==> src/rtl/shs_regs.svh <==
// Register offsets, field positions, reset values and timing counts of the homing sequencer
`ifndef SHS_REGS_SVH
`define SHS_REGS_SVH
`define SHS_OFF_AXIS_CTRL   12'h000
`define SHS_OFF_MODE_CTRL   12'h004
`define SHS_OFF_METHOD      12'h008
`define SHS_OFF_OFFSET      12'h00C
`define SHS_OFF_DISTANCE    12'h010
`define SHS_OFF_DIM_VALUE   12'h014
`define SHS_OFF_SWITCH_CFG  12'h018
`define SHS_OFF_AXIS_STAT   12'h01C
`define SHS_OFF_MODE_STAT   12'h020
`define SHS_OFF_POSITION    12'h024
`define SHS_OFF_ZERO_POINT  12'h028
`define SHS_CTRL_ENABLE     0
`define SHS_CTRL_START      1
`define SHS_CTRL_ABORT      2
`define SHS_STAT_VALID      0
`define SHS_STAT_BUSY       1
`define SHS_STAT_DONE       2
`define SHS_STAT_ABORTED    3
`define SHS_STAT_ERROR      4
`define SHS_STAT_REFUSED    5
`define SHS_MODE_HOMING     4'h6
`define SHS_METHOD_DIM      8'h23
`define SHS_METHOD_RST      8'h12
`define SHS_SWCFG_RST       32'h0000_0012
`define SHS_STEP_CYCLES     16
`endif

==> src/rtl/shs_pkg.sv <==
// Types shared by the homing sequencer modules
package shs_pkg;
  typedef enum logic [2:0] {
    SHS_IDLE,
    SHS_SEARCH,
    SHS_LEAVE,
    SHS_INDEX,
    SHS_DONE,
    SHS_FAIL
  } shs_state_t;
  typedef enum logic [1:0] {
    SHS_TGT_NEG,
    SHS_TGT_POS,
    SHS_TGT_HOME
  } shs_target_t;
  typedef struct packed {
    logic        valid;
    shs_target_t target;
    logic        dir_pos;
    logic        use_index;
    logic        set_dim;
  } shs_method_t;
endpackage

==> src/rtl/shs_sw_if.sv <==
// Interface carrying evaluated switch states to the sequencer
`timescale 1ns/10ps
`default_nettype none
interface shs_sw_if;
  logic neg_active;
  logic pos_active;
  logic home_active;
  logic home_enable;
  modport filt (input home_enable, output neg_active, output pos_active, output home_active);
  modport seq  (output home_enable, input neg_active, input pos_active, input home_active);
endinterface
`default_nettype wire

==> src/rtl/shs_homing_seq.sv <==
// Homing sequencer top: APB registers, reference movement and dimension setting
//
// Overview of operation
// - Homing establishes absolute motor position reference
// - Reference movement or dimension setting offered
// - Completed movement point becomes zero point
// - Configurable offset shifts the zero point
// - Zero valid only after full movement, dimension setting or valid absolute encoder at reset
// - Mode change refused while movement busy
// - Dimension setting loads requested current position
// - Valid multiturn absolute encoder skips homing
// - Four movements: both end switches, home both
// - Movement finishes with or without index
// - Without index move configured distance past edge
// - With index move to next index pulse
// - Position readable; index pulse equals zero
// - Progress shown in axis and mode status
// - Home switch evaluated only during its search
// - Switch setting 0 none (home switch: NC), 1 NC, 2 NO
`timescale 1ns/10ps
`default_nettype none
`include "shs_regs.svh"
module shs_homing_seq
  import shs_pkg::*;
#(
  parameter int STEP_CYCLES = `SHS_STEP_CYCLES
)(
  // Clock and reset
  input  wire logic        pclk,
  input  wire logic        presetn,
  // APB slave
  input  wire logic        psel,
  input  wire logic        penable,
  input  wire logic        pwrite,
  input  wire logic [11:0] paddr,
  input  wire logic [31:0] pwdata,
  output logic      [31:0] prdata,
  output logic             pready,
  output logic             pslverr,
  // Switches and encoder
  input  wire logic        negative_end_switch,
  input  wire logic        positive_end_switch,
  input  wire logic        home_switch,
  input  wire logic        index_pulse,
  input  wire logic        encoder_abs_valid,
  // Motion output
  output logic             move_active,
  output logic             move_dir_pos,
  output logic             move_step
);
  // ----------------------------------------------------------------
  // Declarations
  // ----------------------------------------------------------------
  shs_sw_if      sw ();
  shs_method_t   method;
  shs_state_t    state_reg;
  logic [31:0]   axis_ctrl_reg;
  logic [3:0]    op_mode_reg;
  logic [7:0]    method_reg;
  logic [31:0]   offset_reg;
  logic [31:0]   distance_reg;
  logic [31:0]   dim_value_reg;
  logic [5:0]    swcfg_reg;
  logic [31:0]   position_reg;
  logic [31:0]   zero_reg;
  logic [31:0]   travel_reg;
  logic [15:0]   step_cnt_reg;
  logic          valid_reg;
  logic          done_reg;
  logic          aborted_reg;
  logic          error_reg;
  logic          refused_reg;
  logic          enc_seen_reg;
  logic          target_hit;
  logic          step_tick;
  logic          wr_en;
  logic          rd_en;
  logic          start_req;
  logic          abort_req;
  logic          busy;
  logic [31:0]   rd_mux;
  logic          rd_ok;
  // ----------------------------------------------------------------
  // Submodules
  // ----------------------------------------------------------------
  shs_switch_eval u_eval (
    .pclk                         (pclk),
    .presetn                      (presetn),
    .negative_end_switch          (negative_end_switch),
    .positive_end_switch          (positive_end_switch),
    .home_switch                  (home_switch),
    .negative_end_switch_polarity (swcfg_reg[1:0]),
    .positive_end_switch_polarity (swcfg_reg[3:2]),
    .home_switch_polarity         (swcfg_reg[5:4]),
    .sw                           (sw)
  );
  shs_method_dec u_dec (
    .homing_method_code (method_reg),
    .method             (method)
  );
  // ----------------------------------------------------------------
  // APB decode
  // ----------------------------------------------------------------
  assign wr_en     = psel & penable & pwrite;
  assign rd_en     = psel & penable & ~pwrite;
  assign busy      = (state_reg == SHS_SEARCH) | (state_reg == SHS_LEAVE) | (state_reg == SHS_INDEX);
  assign start_req = wr_en & (paddr == `SHS_OFF_AXIS_CTRL) & pwdata[`SHS_CTRL_START]
                     & pwdata[`SHS_CTRL_ENABLE] & (op_mode_reg == `SHS_MODE_HOMING);
  assign abort_req = wr_en & (paddr == `SHS_OFF_AXIS_CTRL) & pwdata[`SHS_CTRL_ABORT];
  assign sw.home_enable = (state_reg == SHS_SEARCH) & (method.target == SHS_TGT_HOME);
  always_comb begin
    case (method.target)
      SHS_TGT_NEG:  target_hit = sw.neg_active;
      SHS_TGT_POS:  target_hit = sw.pos_active;
      default:      target_hit = sw.home_active;
    endcase
  end
  always_comb begin
    rd_ok = 1'b1;
    case (paddr)
      `SHS_OFF_AXIS_CTRL:  rd_mux = axis_ctrl_reg;
      `SHS_OFF_MODE_CTRL:  rd_mux = {28'h0000000, op_mode_reg};
      `SHS_OFF_METHOD:     rd_mux = {24'h000000, method_reg};
      `SHS_OFF_OFFSET:     rd_mux = offset_reg;
      `SHS_OFF_DISTANCE:   rd_mux = distance_reg;
      `SHS_OFF_DIM_VALUE:  rd_mux = dim_value_reg;
      `SHS_OFF_SWITCH_CFG: rd_mux = {26'h0000000, swcfg_reg};
      `SHS_OFF_AXIS_STAT:  rd_mux = {26'h0000000, refused_reg, error_reg, aborted_reg, done_reg, busy, valid_reg};
      `SHS_OFF_MODE_STAT:  rd_mux = {25'h0000000, state_reg, op_mode_reg};
      `SHS_OFF_POSITION:   rd_mux = position_reg;
      `SHS_OFF_ZERO_POINT: rd_mux = zero_reg;
      default: begin
        rd_mux = 32'h00000000;
        rd_ok  = 1'b0;
      end
    endcase
  end
  always_ff @(posedge pclk or negedge presetn) begin
    if (!presetn) begin
      prdata  <= 32'h00000000;
      pready  <= 1'b0;
      pslverr <= 1'b0;
    end else begin
      pready  <= psel & ~penable;
      prdata  <= (psel & ~penable & ~pwrite) ? rd_mux : prdata;
      pslverr <= psel & ~penable & ~rd_ok;
    end
  end
  // ----------------------------------------------------------------
  // Configuration registers
  // ----------------------------------------------------------------
  always_ff @(posedge pclk or negedge presetn) begin
    if (!presetn) begin
      axis_ctrl_reg <= 32'h00000000;
      op_mode_reg   <= 4'h0;
      method_reg    <= `SHS_METHOD_RST;
      offset_reg    <= 32'h00000000;
      distance_reg  <= 32'h00000000;
      dim_value_reg <= 32'h00000000;
      swcfg_reg     <= 6'(`SHS_SWCFG_RST);
    end else if (wr_en & pready) begin
      case (paddr)
        `SHS_OFF_AXIS_CTRL:  axis_ctrl_reg <= pwdata & 32'h00000001;
        `SHS_OFF_MODE_CTRL:  op_mode_reg   <= busy ? op_mode_reg : pwdata[3:0];
        `SHS_OFF_METHOD:     method_reg    <= busy ? method_reg : pwdata[7:0];
        `SHS_OFF_OFFSET:     offset_reg    <= pwdata;
        `SHS_OFF_DISTANCE:   distance_reg  <= pwdata;
        `SHS_OFF_DIM_VALUE:  dim_value_reg <= pwdata;
        `SHS_OFF_SWITCH_CFG: swcfg_reg     <= pwdata[5:0];
        default: ;
      endcase
    end
  end
  // ----------------------------------------------------------------
  // Homing state machine
  // ----------------------------------------------------------------
  always_ff @(posedge pclk or negedge presetn) begin
    if (!presetn) begin
      state_reg  <= SHS_IDLE;
      travel_reg <= 32'h00000000;
    end else begin
      case (state_reg)
        SHS_IDLE, SHS_DONE, SHS_FAIL: begin
          if (start_req & pready & ~method.set_dim)
            state_reg <= method.valid ? SHS_SEARCH : SHS_FAIL;
        end
        SHS_SEARCH: begin
          if (abort_req & pready)
            state_reg <= SHS_FAIL;
          else if (target_hit) begin
            state_reg  <= method.use_index ? SHS_INDEX : SHS_LEAVE;
            travel_reg <= 32'h00000000;
          end
        end
        SHS_LEAVE: begin
          if (abort_req & pready)
            state_reg <= SHS_FAIL;
          else if (travel_reg >= distance_reg)
            state_reg <= SHS_DONE;
          else if (step_tick)
            travel_reg <= travel_reg + 32'h00000001;
        end
        SHS_INDEX: begin
          if (abort_req & pready)
            state_reg <= SHS_FAIL;
          else if (index_pulse)
            state_reg <= SHS_DONE;
        end
        default: state_reg <= SHS_IDLE;
      endcase
    end
  end
  // ----------------------------------------------------------------
  // Step generation
  // ----------------------------------------------------------------
  assign step_tick = (step_cnt_reg == 16'(STEP_CYCLES - 1));
  always_ff @(posedge pclk or negedge presetn) begin
    if (!presetn) begin
      step_cnt_reg <= 16'h0000;
      move_step    <= 1'b0;
      move_active  <= 1'b0;
      move_dir_pos <= 1'b0;
    end else begin
      step_cnt_reg <= (busy & ~step_tick) ? step_cnt_reg + 16'h0001 : 16'h0000;
      move_step    <= busy & step_tick;
      move_active  <= busy;
      move_dir_pos <= (state_reg == SHS_SEARCH) ? method.dir_pos : ~method.dir_pos;
    end
  end
  // ----------------------------------------------------------------
  // Position and zero point
  // ----------------------------------------------------------------
  always_ff @(posedge pclk or negedge presetn) begin
    if (!presetn) begin
      position_reg <= 32'h00000000;
      zero_reg     <= 32'h00000000;
    end else if (start_req & pready & method.set_dim & ~busy) begin
      position_reg <= dim_value_reg;
      zero_reg     <= 32'h00000000;
    end else if (busy & ~(abort_req & pready) &
                 ((state_reg == SHS_INDEX) ? index_pulse : (state_reg == SHS_LEAVE) & (travel_reg >= distance_reg))) begin
      position_reg <= offset_reg;
      zero_reg     <= offset_reg;
    end else if (busy & step_tick) begin
      position_reg <= move_dir_pos ? position_reg + 32'h00000001 : position_reg - 32'h00000001;
    end
  end
  // ----------------------------------------------------------------
  // Status flags
  // ----------------------------------------------------------------
  always_ff @(posedge pclk or negedge presetn) begin
    if (!presetn) begin
      valid_reg    <= 1'b0;
      enc_seen_reg <= 1'b0;
      done_reg     <= 1'b0;
      aborted_reg  <= 1'b0;
      error_reg    <= 1'b0;
      refused_reg  <= 1'b0;
    end else begin
      enc_seen_reg <= 1'b1;
      if (~enc_seen_reg)
        valid_reg <= encoder_abs_valid;
      else if (busy & abort_req & pready)
        valid_reg <= 1'b0;
      else if (busy & (state_reg != SHS_SEARCH) & ((state_reg == SHS_INDEX) ? index_pulse : travel_reg >= distance_reg))
        valid_reg <= 1'b1;
      else if (start_req & pready & method.set_dim & ~busy)
        valid_reg <= 1'b1;
      if (start_req & pready) begin
        done_reg    <= method.set_dim & ~busy;
        aborted_reg <= 1'b0;
        error_reg   <= ~method.valid & ~busy;
      end else if (busy & abort_req & pready)
        aborted_reg <= 1'b1;
      else if (busy & (state_reg != SHS_SEARCH) & ((state_reg == SHS_INDEX) ? index_pulse : travel_reg >= distance_reg))
        done_reg <= 1'b1;
      if (wr_en & pready & (paddr == `SHS_OFF_MODE_CTRL))
        refused_reg <= busy;
    end
  end
endmodule
`default_nettype wire

==> src/rtl/shs_switch_eval.sv <==
// Switch evaluation per polarity setting
`timescale 1ns/10ps
`default_nettype none
module shs_switch_eval
  import shs_pkg::*;
(
  // Clock and reset
  input  wire logic  pclk,
  input  wire logic  presetn,
  // Raw switch inputs
  input  wire logic  negative_end_switch,
  input  wire logic  positive_end_switch,
  input  wire logic  home_switch,
  // Polarity settings
  input  wire logic [1:0] negative_end_switch_polarity,
  input  wire logic [1:0] positive_end_switch_polarity,
  input  wire logic [1:0] home_switch_polarity,
  // Evaluated states
  shs_sw_if.filt     sw
);
  function automatic logic eval_sw(input logic raw, input logic [1:0] pol);
    case (pol)
      2'h1: eval_sw = ~raw;
      2'h2: eval_sw = raw;
      default: eval_sw = 1'b0;
    endcase
  endfunction
  always_ff @(posedge pclk or negedge presetn) begin
    if (!presetn) begin
      sw.neg_active  <= 1'b0;
      sw.pos_active  <= 1'b0;
      sw.home_active <= 1'b0;
    end else begin
      sw.neg_active  <= eval_sw(negative_end_switch, negative_end_switch_polarity);
      sw.pos_active  <= eval_sw(positive_end_switch, positive_end_switch_polarity);
      sw.home_active <= sw.home_enable &
                        eval_sw(home_switch, (home_switch_polarity == 2'h0) ? 2'h1 : home_switch_polarity);
    end
  end
endmodule
`default_nettype wire

==> src/rtl/shs_method_dec.sv <==
// Decoder of the homing method code
`timescale 1ns/10ps
`default_nettype none
module shs_method_dec
  import shs_pkg::*;
(
  // Method code in
  input  wire logic [7:0] homing_method_code,
  // Decoded method out
  output var  shs_method_t method
);
  always_comb begin
    method = '{valid: 1'b1, target: SHS_TGT_NEG, dir_pos: 1'b0, use_index: 1'b0, set_dim: 1'b0};
    case (homing_method_code)
      8'h01: method.use_index = 1'b1;
      8'h02: begin
        method.target = SHS_TGT_POS;
        method.dir_pos = 1'b1;
        method.use_index = 1'b1;
      end
      8'h08, 8'h09, 8'h0A: begin
        method.target = SHS_TGT_HOME;
        method.dir_pos = 1'b1;
        method.use_index = 1'b1;
      end
      8'h0B, 8'h0C, 8'h0D, 8'h0E: begin
        method.target = SHS_TGT_HOME;
        method.use_index = 1'b1;
      end
      8'h11: ;
      8'h12: begin
        method.target = SHS_TGT_POS;
        method.dir_pos = 1'b1;
      end
      8'h17, 8'h18, 8'h19, 8'h1A: begin
        method.target = SHS_TGT_HOME;
        method.dir_pos = 1'b1;
      end
      8'h1B, 8'h1C, 8'h1D, 8'h1E: method.target = SHS_TGT_HOME;
      `SHS_METHOD_DIM: method.set_dim = 1'b1;
      default: method.valid = 1'b0;
    endcase
  end
endmodule
`default_nettype wire

==> config.mk <==
export PLATFORM = sky130hd
export DESIGN_NAME = shs_homing_seq
export DESIGN_NICKNAME = d
export VERILOG_FILES = /design/src/rtl/shs_pkg.sv /design/src/rtl/shs_sw_if.sv /design/src/rtl/shs_homing_seq.sv /design/src/rtl/shs_switch_eval.sv /design/src/rtl/shs_method_dec.sv
export VERILOG_INCLUDE_DIRS = /design/src /design/src/rtl
export SDC_FILE = /design/constraint.sdc
export NUM_CORES = 1
export LEC_CHECK = 0
export BUFFER_PORTS_ARGS = -buffer_cell sky130_fd_sc_hd__buf_2
export CAP_MARGIN = 20
export CORE_UTILIZATION = 49
export CTS_CLUSTER_SIZE = 8
export DETAILED_ROUTE_END_ITERATION = 8
export HOLD_SLACK_MARGIN = 0.05
export PLACE_DENSITY = 0.66
export SLEW_MARGIN = 5
export SYNTH_ARGS = -nofsm -noshare
export SYNTH_HDL_FRONTEND = slang
export SYNTH_HIERARCHICAL = 1
export SYNTH_SLANG_ARGS = --single-unit
==> constraint.sdc <==
create_clock -name pclk -period 5.92 [get_ports pclk]
set_input_delay 1.776 -clock pclk [delete_from_list [all_inputs] [get_ports pclk]]
set_output_delay 1.776 -clock pclk [all_outputs]
set_load 0.05 [all_outputs]
### Word level (Yosys, flattened, before mapping)

Index checks and enable logic that the tools add are counted.

* flip-flop bits (word level): 276
* input bits: 54
* output and inout port bits: 37
* word-level logic and storage cells: 206

* $add $sub $neg: 4
* $lt $le $gt $ge: 1
* equality and inequality tests: 57
* muxes and demuxes: 47
* bitwise logic cells: 44
* reductions and logical operators: 26

Operator list (number)
* 32-bit 2-to-1 mux: 11
* 32-bit case mux with 11 select lines: 1
* 8-bit by 5-bit == test with 1-bit output (second input constant): 10
* 32-bit by 1-bit adder with 32-bit output (second input constant): 2
* 32-bit case mux with 2 select lines: 1
* 8-bit by 4-bit == test with 1-bit output (second input constant): 7
* 12-bit by 5-bit == test with 1-bit output (second input constant): 4
* 12-bit by 6-bit == test with 1-bit output (second input constant): 3
* 32-bit >= comparator: 1
* 32-bit by 1-bit subtractor with 32-bit output (second input constant): 1
* 1-bit AND: 30
* 12-bit by 4-bit == test with 1-bit output (second input constant): 2
* 3-bit 2-to-1 mux: 8
* 20-bit OR reduction: 1
* 1-bit 2-to-1 mux: 18
* 9-bit OR reduction: 2
* 16-bit by 1-bit adder with 16-bit output (second input constant): 1
* 16-bit by 4-bit == test with 1-bit output (second input constant): 1
* 16-bit 2-to-1 mux: 1
* 15-bit OR reduction: 1
* 2-bit != test (second input constant): 7
* 12-bit by 3-bit == test with 1-bit output (second input constant): 1
* 12-bit zero test: 1
* 1-bit inverter: 12
* other kinds (29): 52

### Longest topological paths before layout

Gate-level depths: netlist of the first run.

* depth after elaboration: 13
* mapped depth: 14
* depth with buffers taken out: 12

### Modules after synthesis

The synthesis of the first run kept the hierarchy.

Modules (own cells, without submodules)
* shs_homing_seq: instances 1, cells an instance 1468, area an instance 14727.9 µm², seq. area each 6836.6 µm²
* shs_method_dec: instances 1, cells an instance 23, area an instance 198.9 µm², seq. area each 0.0 µm²
* shs_switch_eval: instances 1, cells an instance 12, area an instance 130.1 µm², seq. area each 75.1 µm²

### Least setup slack after synthesis of the first run

Ideal clock, no wire load.

* path kind: input to register
* start: input port paddr[2]
* end: register zero_reg[11]
* library setup time: 0.121 ns
* arrival: 3.687 ns
* data required time: 5.799 ns
* slack: 2.112 ns
* cell stages on the path: 8
* path buffers: 2
* path through: or4_4 > nor3_2 > nand4_1 > or2_1 > and3_4 > buf_2 > buf_6 > a22o_1

* word-level cells in the longest chain between the ends: 9

RTL lines
* start, declared: RTL line shs_homing_seq.sv:35 `input wire logic [11:0] paddr,`
* 12-bit zero test (*)
* 1-bit AND (*): RTL line shs_homing_seq.sv:107, shs_homing_seq.sv:109
* 1-bit AND (3 in series): RTL line shs_homing_seq.sv:107 `` assign start_req = wr_en & (paddr == `SHS_OFF_AXIS_CTRL) & pwdata[`SHS_CTRL_START] ``
* 1-bit AND (3 in series): RTL line shs_homing_seq.sv:237 `end else if (start_req & pready & method.set_dim & ~busy) begin`
* 32-bit 2-to-1 mux or 2-bit nonzero test (tied branches)
* end signal, assigned: RTL line shs_homing_seq.sv:243 `zero_reg <= offset_reg;`
* end, declared: RTL line shs_homing_seq.sv:65 `logic [31:0] zero_reg;`

Mark *: on every way between the ends. The rest lies on a longest branch, timed or not.
A chain may end at the register's enable or synchronous reset.

### Worst setup path after layout of the first run

* start: input port paddr[3]
* end: register position_reg[2]

* word-level cells in the longest chain between the ends: 9

RTL lines
* 12-bit zero test (*)
* 1-bit AND (*): RTL line shs_homing_seq.sv:107, shs_homing_seq.sv:109
* 1-bit AND (on tied branches): RTL line shs_homing_seq.sv:107, shs_homing_seq.sv:109
* 1-bit AND (on tied branches): RTL line shs_homing_seq.sv:107, shs_homing_seq.sv:240
* 1-bit AND or 1-bit inverter (tied branches): RTL line shs_homing_seq.sv:107, shs_homing_seq.sv:240
* 1-bit AND (on tied branches) (2 in series): RTL line shs_homing_seq.sv:237, shs_homing_seq.sv:240
* 1-bit AND or 32-bit 2-to-1 mux (tied branches): RTL line shs_homing_seq.sv:237, shs_homing_seq.sv:240
* 3-bit nonzero test (no source line) or 32-bit 2-to-1 mux (tied branches)
* end signal, assigned: RTL line shs_homing_seq.sv:238 `position_reg <= dim_value_reg;`
* end signal, assigned: RTL line shs_homing_seq.sv:242 `position_reg <= offset_reg;`
* end signal, assigned: RTL line shs_homing_seq.sv:245 `position_reg <= move_dir_pos ? position_reg + 32'h00000001 : position_reg - 32'h00000001;`
* end, declared: RTL line shs_homing_seq.sv:64 `logic [31:0] position_reg;`

Marked as above.

==> metrics.md, run 1 <==
| Metric | Value |
|---|---|
| Yosys warnings | 6 |
| CP max FO | 58 |
| Input/output buffers | 90 |
| Final worst slack | about 1.8 ns |
| Area Growth Syn to Fin | 13.0% |
| Number of synthesized flops with an enable pin | 0 |
| Cell internal pwr | 0.00325 W |
| Top area cells in the synthesized netlist | dfrtp_1, mux2_2, ha_1, o21ai_0, nor2_1 |
| Crit path time final | 4.12 ns |
| Layout net count | 1,696 |
| Initial antenna violation count | 1 |
| Final ANT Viol Nets | 0 |
| RSZ-0062 raised after global routing | false |
| Final hold vios | 0 |
| Setup violations, final | 0 |
| CTS sink count | 276 |
| Proportion of power drawn by the clock network | between 40% and 50% |
| 1st-iter DRT viols | 1,131 |
| Fillers | 2,640 |
| Worst Max-Slew Pin Slew | 1.11 ns |
| Critical path required time | 6.36 ns |
| Number of max-cap violations | 0 |
| First-pass DRT Iterations | 6 |
| Share of cells above drive strength 1 | 16.9% |
| TNS Setup | 0 ns |
| Mapped Area | 0.0151 mm2 |
| Dpl ws | 1.32 ns |
| Final Cycle Share | a little over two thirds |
| Worst vdd ir | 193 uV |
| Remaining global-route overflow | 0 |
| Ys flop type | dfrtp_1 |
| Routed WL per cell | approximately 22 um |
| Outcome | finished, final reports clean |
| Later-pin clock latency in the skew report | 0.52 ns |
| Critical Path AT | 4.56 ns |
| CTS tree | yes |
| Post-CTS sizing | 0 |
| Average cell area after synthesis | 10.0 um2 |
| Seq pwr share | between 40 and 50% |
| Clk slew on worst S/H paths | 0.05 ns |
| Die area | 0.0314 mm2 |
| CTS Buffer Depth | 3 |
| Multi-input gate area | 0.00765 mm2 |
| First-pass GRT wire length | about 68,000 um |
| Post-CTS Setup Bufs | 0 |
| Via density | 6.22 |
| Initial core utilization | ~50% |
| Rel. slew slack | between 20 and 30% |
| Netlist cell types | 79 |
| Core area | between 0.02 and 0.03 mm2 |
| Nature of the critical path endpoint | flip-flop |
| Routed vias | between 10k and 15k |
| WL final | 42,900 um |
| Hold Path Class | reg -> reg |
| H-tree Lvls | 2 |
| P_leak | slightly above 8 nW |
| Register area | approximately 0.007 mm2 |
| Register bit total from synthesis | 276 |
| Switching power | 0.00106 W |
| Root Buffer Master | clkbuf_16 |
| Startpoint types | input port |
| List of most frequent post-synthesis cells | dfrtp_1, nor2_1, nand2_1 |
| Die H | 177 um |
| Max Slew Vio Count | 0 |
| Routability cong. | between 0.8 and 0.9 |
| # hold bufs at CTS | 0 |
| Remaining DRCs | 0 |
| Async S/R FF share, synth | 100% |
| Vias in the first global route | approximately 12k |
| PwrDens | roughly 250 mW/mm2 |
| Clk_skew | between 0.015 and 0.02 ns |
| CP Class | in -> reg |
| I/O Pins | 91 |
| DPL Wire Length | 29,400 um |
| Area of placed instances | approximately 0.016 mm2 |
| Pin count of the biggest net entering global routing | 116 |
| Finished Cell Area | around 0.017 mm2 |
| Most frequent cell after synthesis | dfrtp_1 |
| Combinational share of power | about 7.3% |
| GR Util All Layers | 27.9% |
| Dominant cell type by area after synthesis | dfrtp_1 |
| Post-synthesis instance total | 1,503 |
| Die W | 177 um |
| Post-synthesis sequential area ratio | 45.9% |
| Synth top area share | approximately 45% |
| Row count | 63 |
| Synth Net Count | 1,622 |
| Num CTS Buffers | 40 |
| Max Freq | 243 MHz |
| Sw Ratio | 24.5% |
## through the flow
step / instances / utilization, % / power, W / hold slack, ns
2_1_floorplan: 1503 / - / 0.00216 / 0.425
3_3_place_gp: 1923 / 53.0 / 0.00229 / 0.448
3_5_place_dp: 1923 / 53.0 / 0.00229 / 0.449
4_1_cts: 1976 / 56.6 / 0.00433 / 0.462
5_1_grt: 1979 / 56.8 / 0.00443 / 0.482
6_report: 1979 / 56.8 / 0.00430 / 0.457
## cell type report
class	instances	area share, %
multi-input cells	1092	45.0
diodes	1	0.0147
inverters	58	1.28
well taps	390	2.87
repair buffers	109	3.81
flip-flops and latches	276	40.6
clock buffers	51	6.31
clock inverters	2	0.103
## power groups by stage
stage | sequential (W) | clock (W) | combinational [W]
after floorplan | 0.00210 | 0 | 0.0000552
after global placement | 0.00197 | 0 | 0.000312
after detailed placement | 0.00198 | 0 | 0.000314
after CTS | 0.00195 | 0.00207 | 0.000315
after global routing | 0.00195 | 0.00214 | 0.000335
final | 0.00195 | 0.00204 | 0.000313
## placed cells by master (no fill, tap or decap), drive strengths merged, types with 23 or more instances in the layout
cell,netlist,final
a21oi,75,75
dfrtp,272,272
a22oi,46,46
o21ai,108,108
inv,57,59
nor3,35,35
a21o,31,31
buf,23,109
clkbuf,54,51
nor2,124,124
nand3,32,32
ha,64,64
nand2,118,118
o21a,23,23
xnor2,52,52
a22o,50,50
mux2,86,86
## final timing paths
check	depth (start not counted)	start	to	slack, ns
setup / recovery	9	paddr[3]	position_reg[2]	1.80
hold / removal	1	step_cnt_reg[0]	step_cnt_reg[0]	0.46
setup reg to reg	10	move_dir_pos	position_reg[24]	2.16
hold reg to reg	1	step_cnt_reg[0]	step_cnt_reg[0]	0.46
max in group asynchronous	2	presetn	prdata[23]	3.46
min in group asynchronous	1	presetn	step_cnt_reg[2]	1.32
## kinds of logic after synthesis
kind of cell    Yosys count  share of synthesized area [%]
compound gates          445                           20.2
simple gates            411                           13.4
fa+ha+maj                65                           5.45
xor+xnor                 70                           4.07
buf+inv                 135                           3.61
mux                     100                           7.36
other cells               1                         0.0249
flops                   276                           45.9
## critical path, cell delays in order
cell     delay [ns]
buf_2          0.15
or4_4          0.56
nor2_1         0.12
nand3_1        0.28
nand2_1        0.19
o32a_1         0.33
and3_4         0.68
o21ai_0        0.24
a21oi_1        0.18
## layer usage
metal,vias up,part of all wire [%],global-route usage (%),wire length (um)
met2,496,42,39.2,17900
met5,-,0,0,0
met4,0,2.4,7.80,1020
met1,6079,46,41.5,19800
met3,64,9.8,8.03,4200
li1,5680,-,-,-
Note: power is estimated with default switching activity, not from simulation.
==> run 2: changes to the inputs <==
==> constraint.sdc (replaced) <==
create_clock -name pclk -period 4.3 [get_ports pclk]
set_input_delay 1.29 -clock pclk [delete_from_list [all_inputs] [get_ports pclk]]
set_output_delay 1.29 -clock pclk [all_outputs]
set_load 0.05 [all_outputs]
==> run 2 against run 1 <==
Compared with the run above: final area grew 0.51%; sequential power grew 37%; combinational power grew 39%; global-route usage shrank 0.22 points; clock skew grew 0.0084 ns; worst hold slack gained 0.0016 ns; sequential share of layout area shrank 0.21 points; non-clock buffer count grew 16; core utilization grew 0.29 points; count of clock-buffer cells in the layout shrank 2; via count shrank 0.47%; critical path type is now reg -> reg; highest routed layer is now met5.
==> metrics.md, run 2 (synthesis results as in run 1) <==
| Metric | Value |
|---|---|
| Routed WL per cell | 21.3 um |
| Clk_skew | 0.0269 ns |
| Initial antenna violation count | 1 |
| Die area | 0.0314 mm2 |
| Post-CTS Setup Bufs | 0 |
| Critical path depth | 11 |
| Crit path from | move_dir_pos |
| Startpoint types | flip-flop |
| Share of cells above drive strength 1 | 17.6% |
| CTS Buffer Depth | 3 |
| Critical Path AT | about 4.0 ns |
| WL final | 42,300 um |
| Remaining global-route overflow | 0 |
| CP Class | reg -> reg |
| GR Util All Layers | 27.7% |
| Clk slew on worst S/H paths | ~0.05 ns |
| Outcome | finished, final reports clean |
| Die W | 177 um |
| Num CTS Buffers | 40 |
| Routability cong. | 0.917 |
| Later-pin clock latency in the skew report | 0.51 ns |
| Worst hold margin | 0.459 ns |
| I/O Pins | 91 |
| P_leak | between 8 and 9 nW |
| Max Freq | 272 MHz |
| Register area | 0.00691 mm2 |
| Crit path max-delay family | compound AO/OA/AOI/OAI gates |
| First-pass GRT wire length | 67,600 um |
| Max Slew Vio Count | 0 |
| Layout net count | 1,712 |
| 1st-iter DRT viols | 1,259 |
| RR Endpoint | position_reg[24] |
| Most common cell after layout, fill and taps aside | dfrtp_1 |
| CTS sink count | 276 |
| H-tree Lvls | 2 |
| Critical-path cell list | inv_1 > buf_4 > ha_1 > a21o_1 > a21o_1 > a2111o_1 > a311oi_1 > o21ai_0 > a21oi_1 > xnor2_1 > o221ai_1 |
| Core area | between 0.02 and 0.03 mm2 |
| Initial core utilization | 50.3% |
| FF-to-FF path depth | 11 |
| Routed vias | ~12k |
| R2R setup slack | between 0.6 and 0.7 ns |
| Critical path required time | 4.66 ns |
| Final hold vios | 0 |
| Root Buffer Master | clkbuf_16 |
| Input/output buffers | 90 |
| R2R Path Start | move_dir_pos |
| Via density | 6.16 |
| First-pass DRT Iterations | 7 |
| Vias in the first global route | 11.9k |
| Setup violations, final | 0 |
| Post-CTS sizing | 0 |
| DPL Wire Length | 30,200 um |
| Antenna cells | 0 |
| # hold bufs at CTS | 0 |
| Number of max-cap violations | 0 |
| Multi-input gate area | approximately 0.0076 mm2 |
| TNS Setup | 0 ns |
| Fillers | 2,627 |
| Crit path largest cell delay | 0.56 ns |
| Pin count of the biggest net entering global routing | 101 |
| Area Growth Syn to Fin | 13.6% |
| Setup crit end | position_reg[24] |
| Final ANT Viol Nets | 0 |
| Hold Path Class | reg -> reg |
| CP max FO | 26 |
| CP bufs+invs | 2 |
| Most used cell, CP | a21o_1 |
| Die H | 177 um |
| Most frequent cells in the layout | dfrtp_1, nor2_1, nand2_1 |
| Remaining DRCs | 0 |
| RSZ-0062 raised after global routing | false |
| Rel. slew slack | 34.8% |
| Nature of the critical path endpoint | flip-flop |
| CTS tree | yes |
| Crit path time final | between 3 and 4 ns |
| Worst vdd ir | ~310 uV |
| Final Cycle Share | 85.4% |
| CP max stage cell | dfrtp_1 |
| Worst Max-Slew Pin Slew | 0.974 ns |
| Row count | 63 |
| PwrDens | 344 mW/mm2 |
-- run 2: cell types whose count changed in the layout (fill, tap and decap cells not counted), sizes merged --
cell,change
buf,+16
clkbuf,-2
clkinv,+1
diode,-1
inv,-2
-- run 2: cell type report --
cell class | count | share of cell area [%]
clock inverter | 1 | 0.0293
inverter | 58 | 1.27
sequential | 276 | 40.4
multi-input combinational | 1092 | 44.7
clock buffer | 49 | 6.18
tap | 390 | 2.85
timing repair buffer | 125 | 4.52
-- run 2: how the worst min path moves through the flow --
stage	start	to	slack, ns	depth (start not counted)
finish	step_cnt_reg[0]	step_cnt_reg[0]	0.46	1
global route	step_cnt_reg[0]	step_cnt_reg[0]	0.48	1
CTS	step_cnt_reg[0]	step_cnt_reg[0]	0.46	1
detailed placement	step_cnt_reg[0]	step_cnt_reg[0]	0.45	1
global placement	step_cnt_reg[0]	step_cnt_reg[0]	0.45	1
floorplan	step_cnt_reg[0]	step_cnt_reg[0]	0.43	1
-- run 2: metal layers --
| metal | wire length (um) | GRT usage, % | up-vias |
|---|---|---|---|
| met3 | 3580 | 5.85 | 77 |
| met2 | 17700 | 39.2 | 487 |
| met4 | 999 | 7.19 | 2 |
| met5 | 9 | 0 | - |
| met1 | 20100 | 42.6 | 5996 |
| li1 | - | - | 5699 |
-- run 2: through the flow --
stage	util, %	area (um2)	power, W	instances	setup WS, ns
after detailed placement	53.5	16000	0.00316	1941	0.498
final	57.1	17100	0.00588	1991	0.627
after floorplan	-	15100	0.00297	1503	0.691
after global routing	57.1	17100	0.00607	1991	0.456
after CTS	57.1	17100	0.00593	1991	0.666
after global placement	53.5	16000	0.00315	1941	0.534
-- run 2: report_power, final --
part	total, W	internal [W]	switching, W
logic	0.000435	0.000101	0.000335
clock network	0.00277	0.00169	0.00108
registers	0.00268	0.00265	0.0000251
==> run 3: changes to the inputs <==
--- a/config.mk
+++ b/config.mk
@@ -13,6 +13,7 @@
 export DETAILED_ROUTE_END_ITERATION = 8
 export HOLD_SLACK_MARGIN = 0.05
 export PLACE_DENSITY = 0.66
+export RECOVER_POWER = 25
 export SLEW_MARGIN = 5
 export SYNTH_ARGS = -nofsm -noshare
 export SYNTH_HDL_FRONTEND = slang
==> run 3 against run 2 <==
Compared with the run above: the run now ends with max-capacitance violations, max-slew violations left; clock skew fell by 0.0036 ns; critical path depth did not move; power barely moved; core utilization fell by 0.071 points; cell count did not move; maximum frequency rose by 0.16%; die area did not move; setup slack improved by 0.0058 ns.
==> metrics.md, run 3 (synthesis results as in run 1) <==
| Metric | Value |
|---|---|
| Outcome | finished, violations left |
| Failing checks | max-capacitance violations, max-slew violations |
| Row count | 63 |
| Hold Path Class | reg -> reg |
| Fillers | roughly 2.6k |
| P_leak | approximately 8 nW |
| Crit path largest cell delay | 0.56 ns |
| Max layer used | met5 |
| 1st-iter DRT viols | 1,255 |
| Most frequent cells in the layout | dfrtp_1, nor2_1, nand2_1 |
| CTS Buffer Depth | 3 |
| Die W | 177 um |
| Num CTS Buffers | 40 |
| Later-pin clock latency in the skew report | 0.51 ns |
| CP max stage cell | dfrtp_1 |
| Seq pwr share | 45.5% |
| Hold path depth | 1 |
| FF-to-FF path depth | 11 |
| Routed vias | 12.3k |
| Routed WL per cell | around 21 um |
| Combinational share of power | 7.4% |
| Most used cell, CP | a21o_1 |
| Initial antenna violation count | 1 |
| Via density | 6.15 |
| CTS tree | yes |
| Core area | between 0.02 and 0.03 mm2 |
| Most common cell after layout, fill and taps aside | dfrtp_1 |
| Proportion of power drawn by the clock network | 47.1% |
| Cell internal pwr | ~0.0044 W |
| Met1 wire length | 20,300 um |
| First-pass DRT Iterations | 6 |
| Max Freq | 273 MHz |
| I/O Pins | 91 |
| Final hold vios | 0 |
| Max Slew Vio Count | 99 |
| Worst vdd ir | 315 uV |
| # hold bufs at CTS | 0 |
| First-pass GRT wire length | 67,600 um |
| Layout net count | 1,712 |
| Final Cycle Share | 85.3% |
| Area Growth Syn to Fin | 13.4% |
| Switching power | 0.00144 W |
| Setup violations, final | 0 |
| TNS Setup | 0 ns |
| Clk slew on worst S/H paths | 0.05 ns |
| Critical Path AT | 4.02 ns |
| DPL Wire Length | approximately 30,000 um |
| Post-CTS sizing | 0 |
| Remaining global-route overflow | 0 |
| Input/output buffers | 90 |
| Clk_skew | 0.0232 ns |
| Vias in the first global route | about 12k |
| Worst Max-Slew Pin Slew | 2.68 ns |
| CTS sink count | roughly 280 |
| CP Class | reg -> reg |
| Routability cong. | slightly above 0.9 |
| Antenna cells | 0 |
| WL final | approximately 42,000 um |
| Critical-path cell list | inv_1 > buf_4 > ha_1 > a21o_1 > a21o_1 > a2111o_1 > a311oi_1 > o21ai_0 > a21oi_1 > xnor2_1 > o221ai_1 |
| Sw Ratio | 24.5% |
| Fin util | 57.0% |
| Met3 routed WL | 3430 um |
| PwrDens | between 300 and 400 mW/mm2 |
| GR Util All Layers | between 20 and 30% |
| CP max FO | 26 |
| Crit path time final | roughly 3.7 ns |
| Initial core utilization | 50.3% |
| Root Buffer Master | clkbuf_16 |
| Startpoint types | flip-flop |
| RSZ-0062 raised after global routing | false |
| Post-CTS Setup Bufs | 0 |
| Number of max-cap violations | 1 |
| Remaining DRCs | 0 |
| Share of cells above drive strength 1 | 17.4% |
| Pin count of the biggest net entering global routing | 101 |
| WL met2 | 17,800 um |
| Die area | about 0.031 mm2 |
| Nature of the critical path endpoint | flip-flop |
| Critical path required time | 4.65 ns |
| H-tree Lvls | 2 |
| Final ANT Viol Nets | 0 |
| Die H | 177 um |
| Rel. slew slack | -78.8% |
==> run 3: cell count changes in the layout (fill, tap and decap cells not counted) <==
cell      change
clkbuf_1      +3
buf_2         -2
buf_4         -1
buf_8         -1
clkbuf_2      +1
nor3_1        +1
nor3_2        -1
==> run 3: cell type report <==
| class | instances | area [um2] | share of cell area [%] |
|---|---|---|---|
| Clock buffer | 49 | 1060 | 6.18 |
| Clock inverter | 1 | 5.00 | 0.0293 |
| Inverter | 58 | 218 | 1.27 |
| Multi-Input combinational cell | 1092 | 7640 | 44.8 |
| Sequential cell | 276 | 6910 | 40.5 |
| Tap cell | 390 | 488 | 2.86 |
| Timing Repair Buffer | 125 | 757 | 4.43 |
==> run 3: worst paths after layout <==
kind                                 startpoint          endpoint  slack (ns)
worst max register to register     move_dir_pos  position_reg[24]        0.63
min in group asynchronous               presetn   step_cnt_reg[8]        1.58
worst min-delay path            step_cnt_reg[0]   step_cnt_reg[0]        0.46
worst min register to register  step_cnt_reg[0]   step_cnt_reg[0]        0.46
worst max-delay path               move_dir_pos  position_reg[24]        0.63
max in group asynchronous               presetn         valid_reg        1.00
==> run 3: metal layers <==
metal | GRT usage, % | up-vias
met3 | 5.85 | 75
met1 | 42.6 | 5993
met4 | 7.19 | 2
li1 | - | 5703
met2 | 39.2 | 478
met5 | 0 | -
==> run 3: worst max-delay path, delay by kind of cell, from the launching register on <==
kind | cells | cell delay [ns]
adders and majority gates | 1 | 0.41
DFF | 1 | 0.56
buffers and inverters | 2 | 0.51
AOI/OAI and AO/OA | 7 | 1.75
xor gates and xnor gates | 1 | 0.26
==> run 3: stage by stage <==
step	cells	total power, W	hold WS [ns]	setup slack [ns]	area [um2]
final	1991	0.00588	0.459	0.633	17100
after global routing	1991	0.00607	0.477	0.456	17100
after CTS	1991	0.00593	0.460	0.666	17100
after detailed placement	1941	0.00316	0.449	0.498	16000
after global placement	1941	0.00315	0.445	0.534	16000
after floorplan	1503	0.00297	0.425	0.691	15100
==> run 3: power groups by stage <==
stage / combinational [W] / sequential [W] / clock (W)
after global placement: 0.000434 / 0.00272 / 0
after detailed placement: 0.000438 / 0.00272 / 0
after floorplan: 0.0000759 / 0.00289 / 0
after CTS: 0.000439 / 0.00268 / 0.00282
after global routing: 0.000465 / 0.00268 / 0.00292
final: 0.000435 / 0.00268 / 0.00277
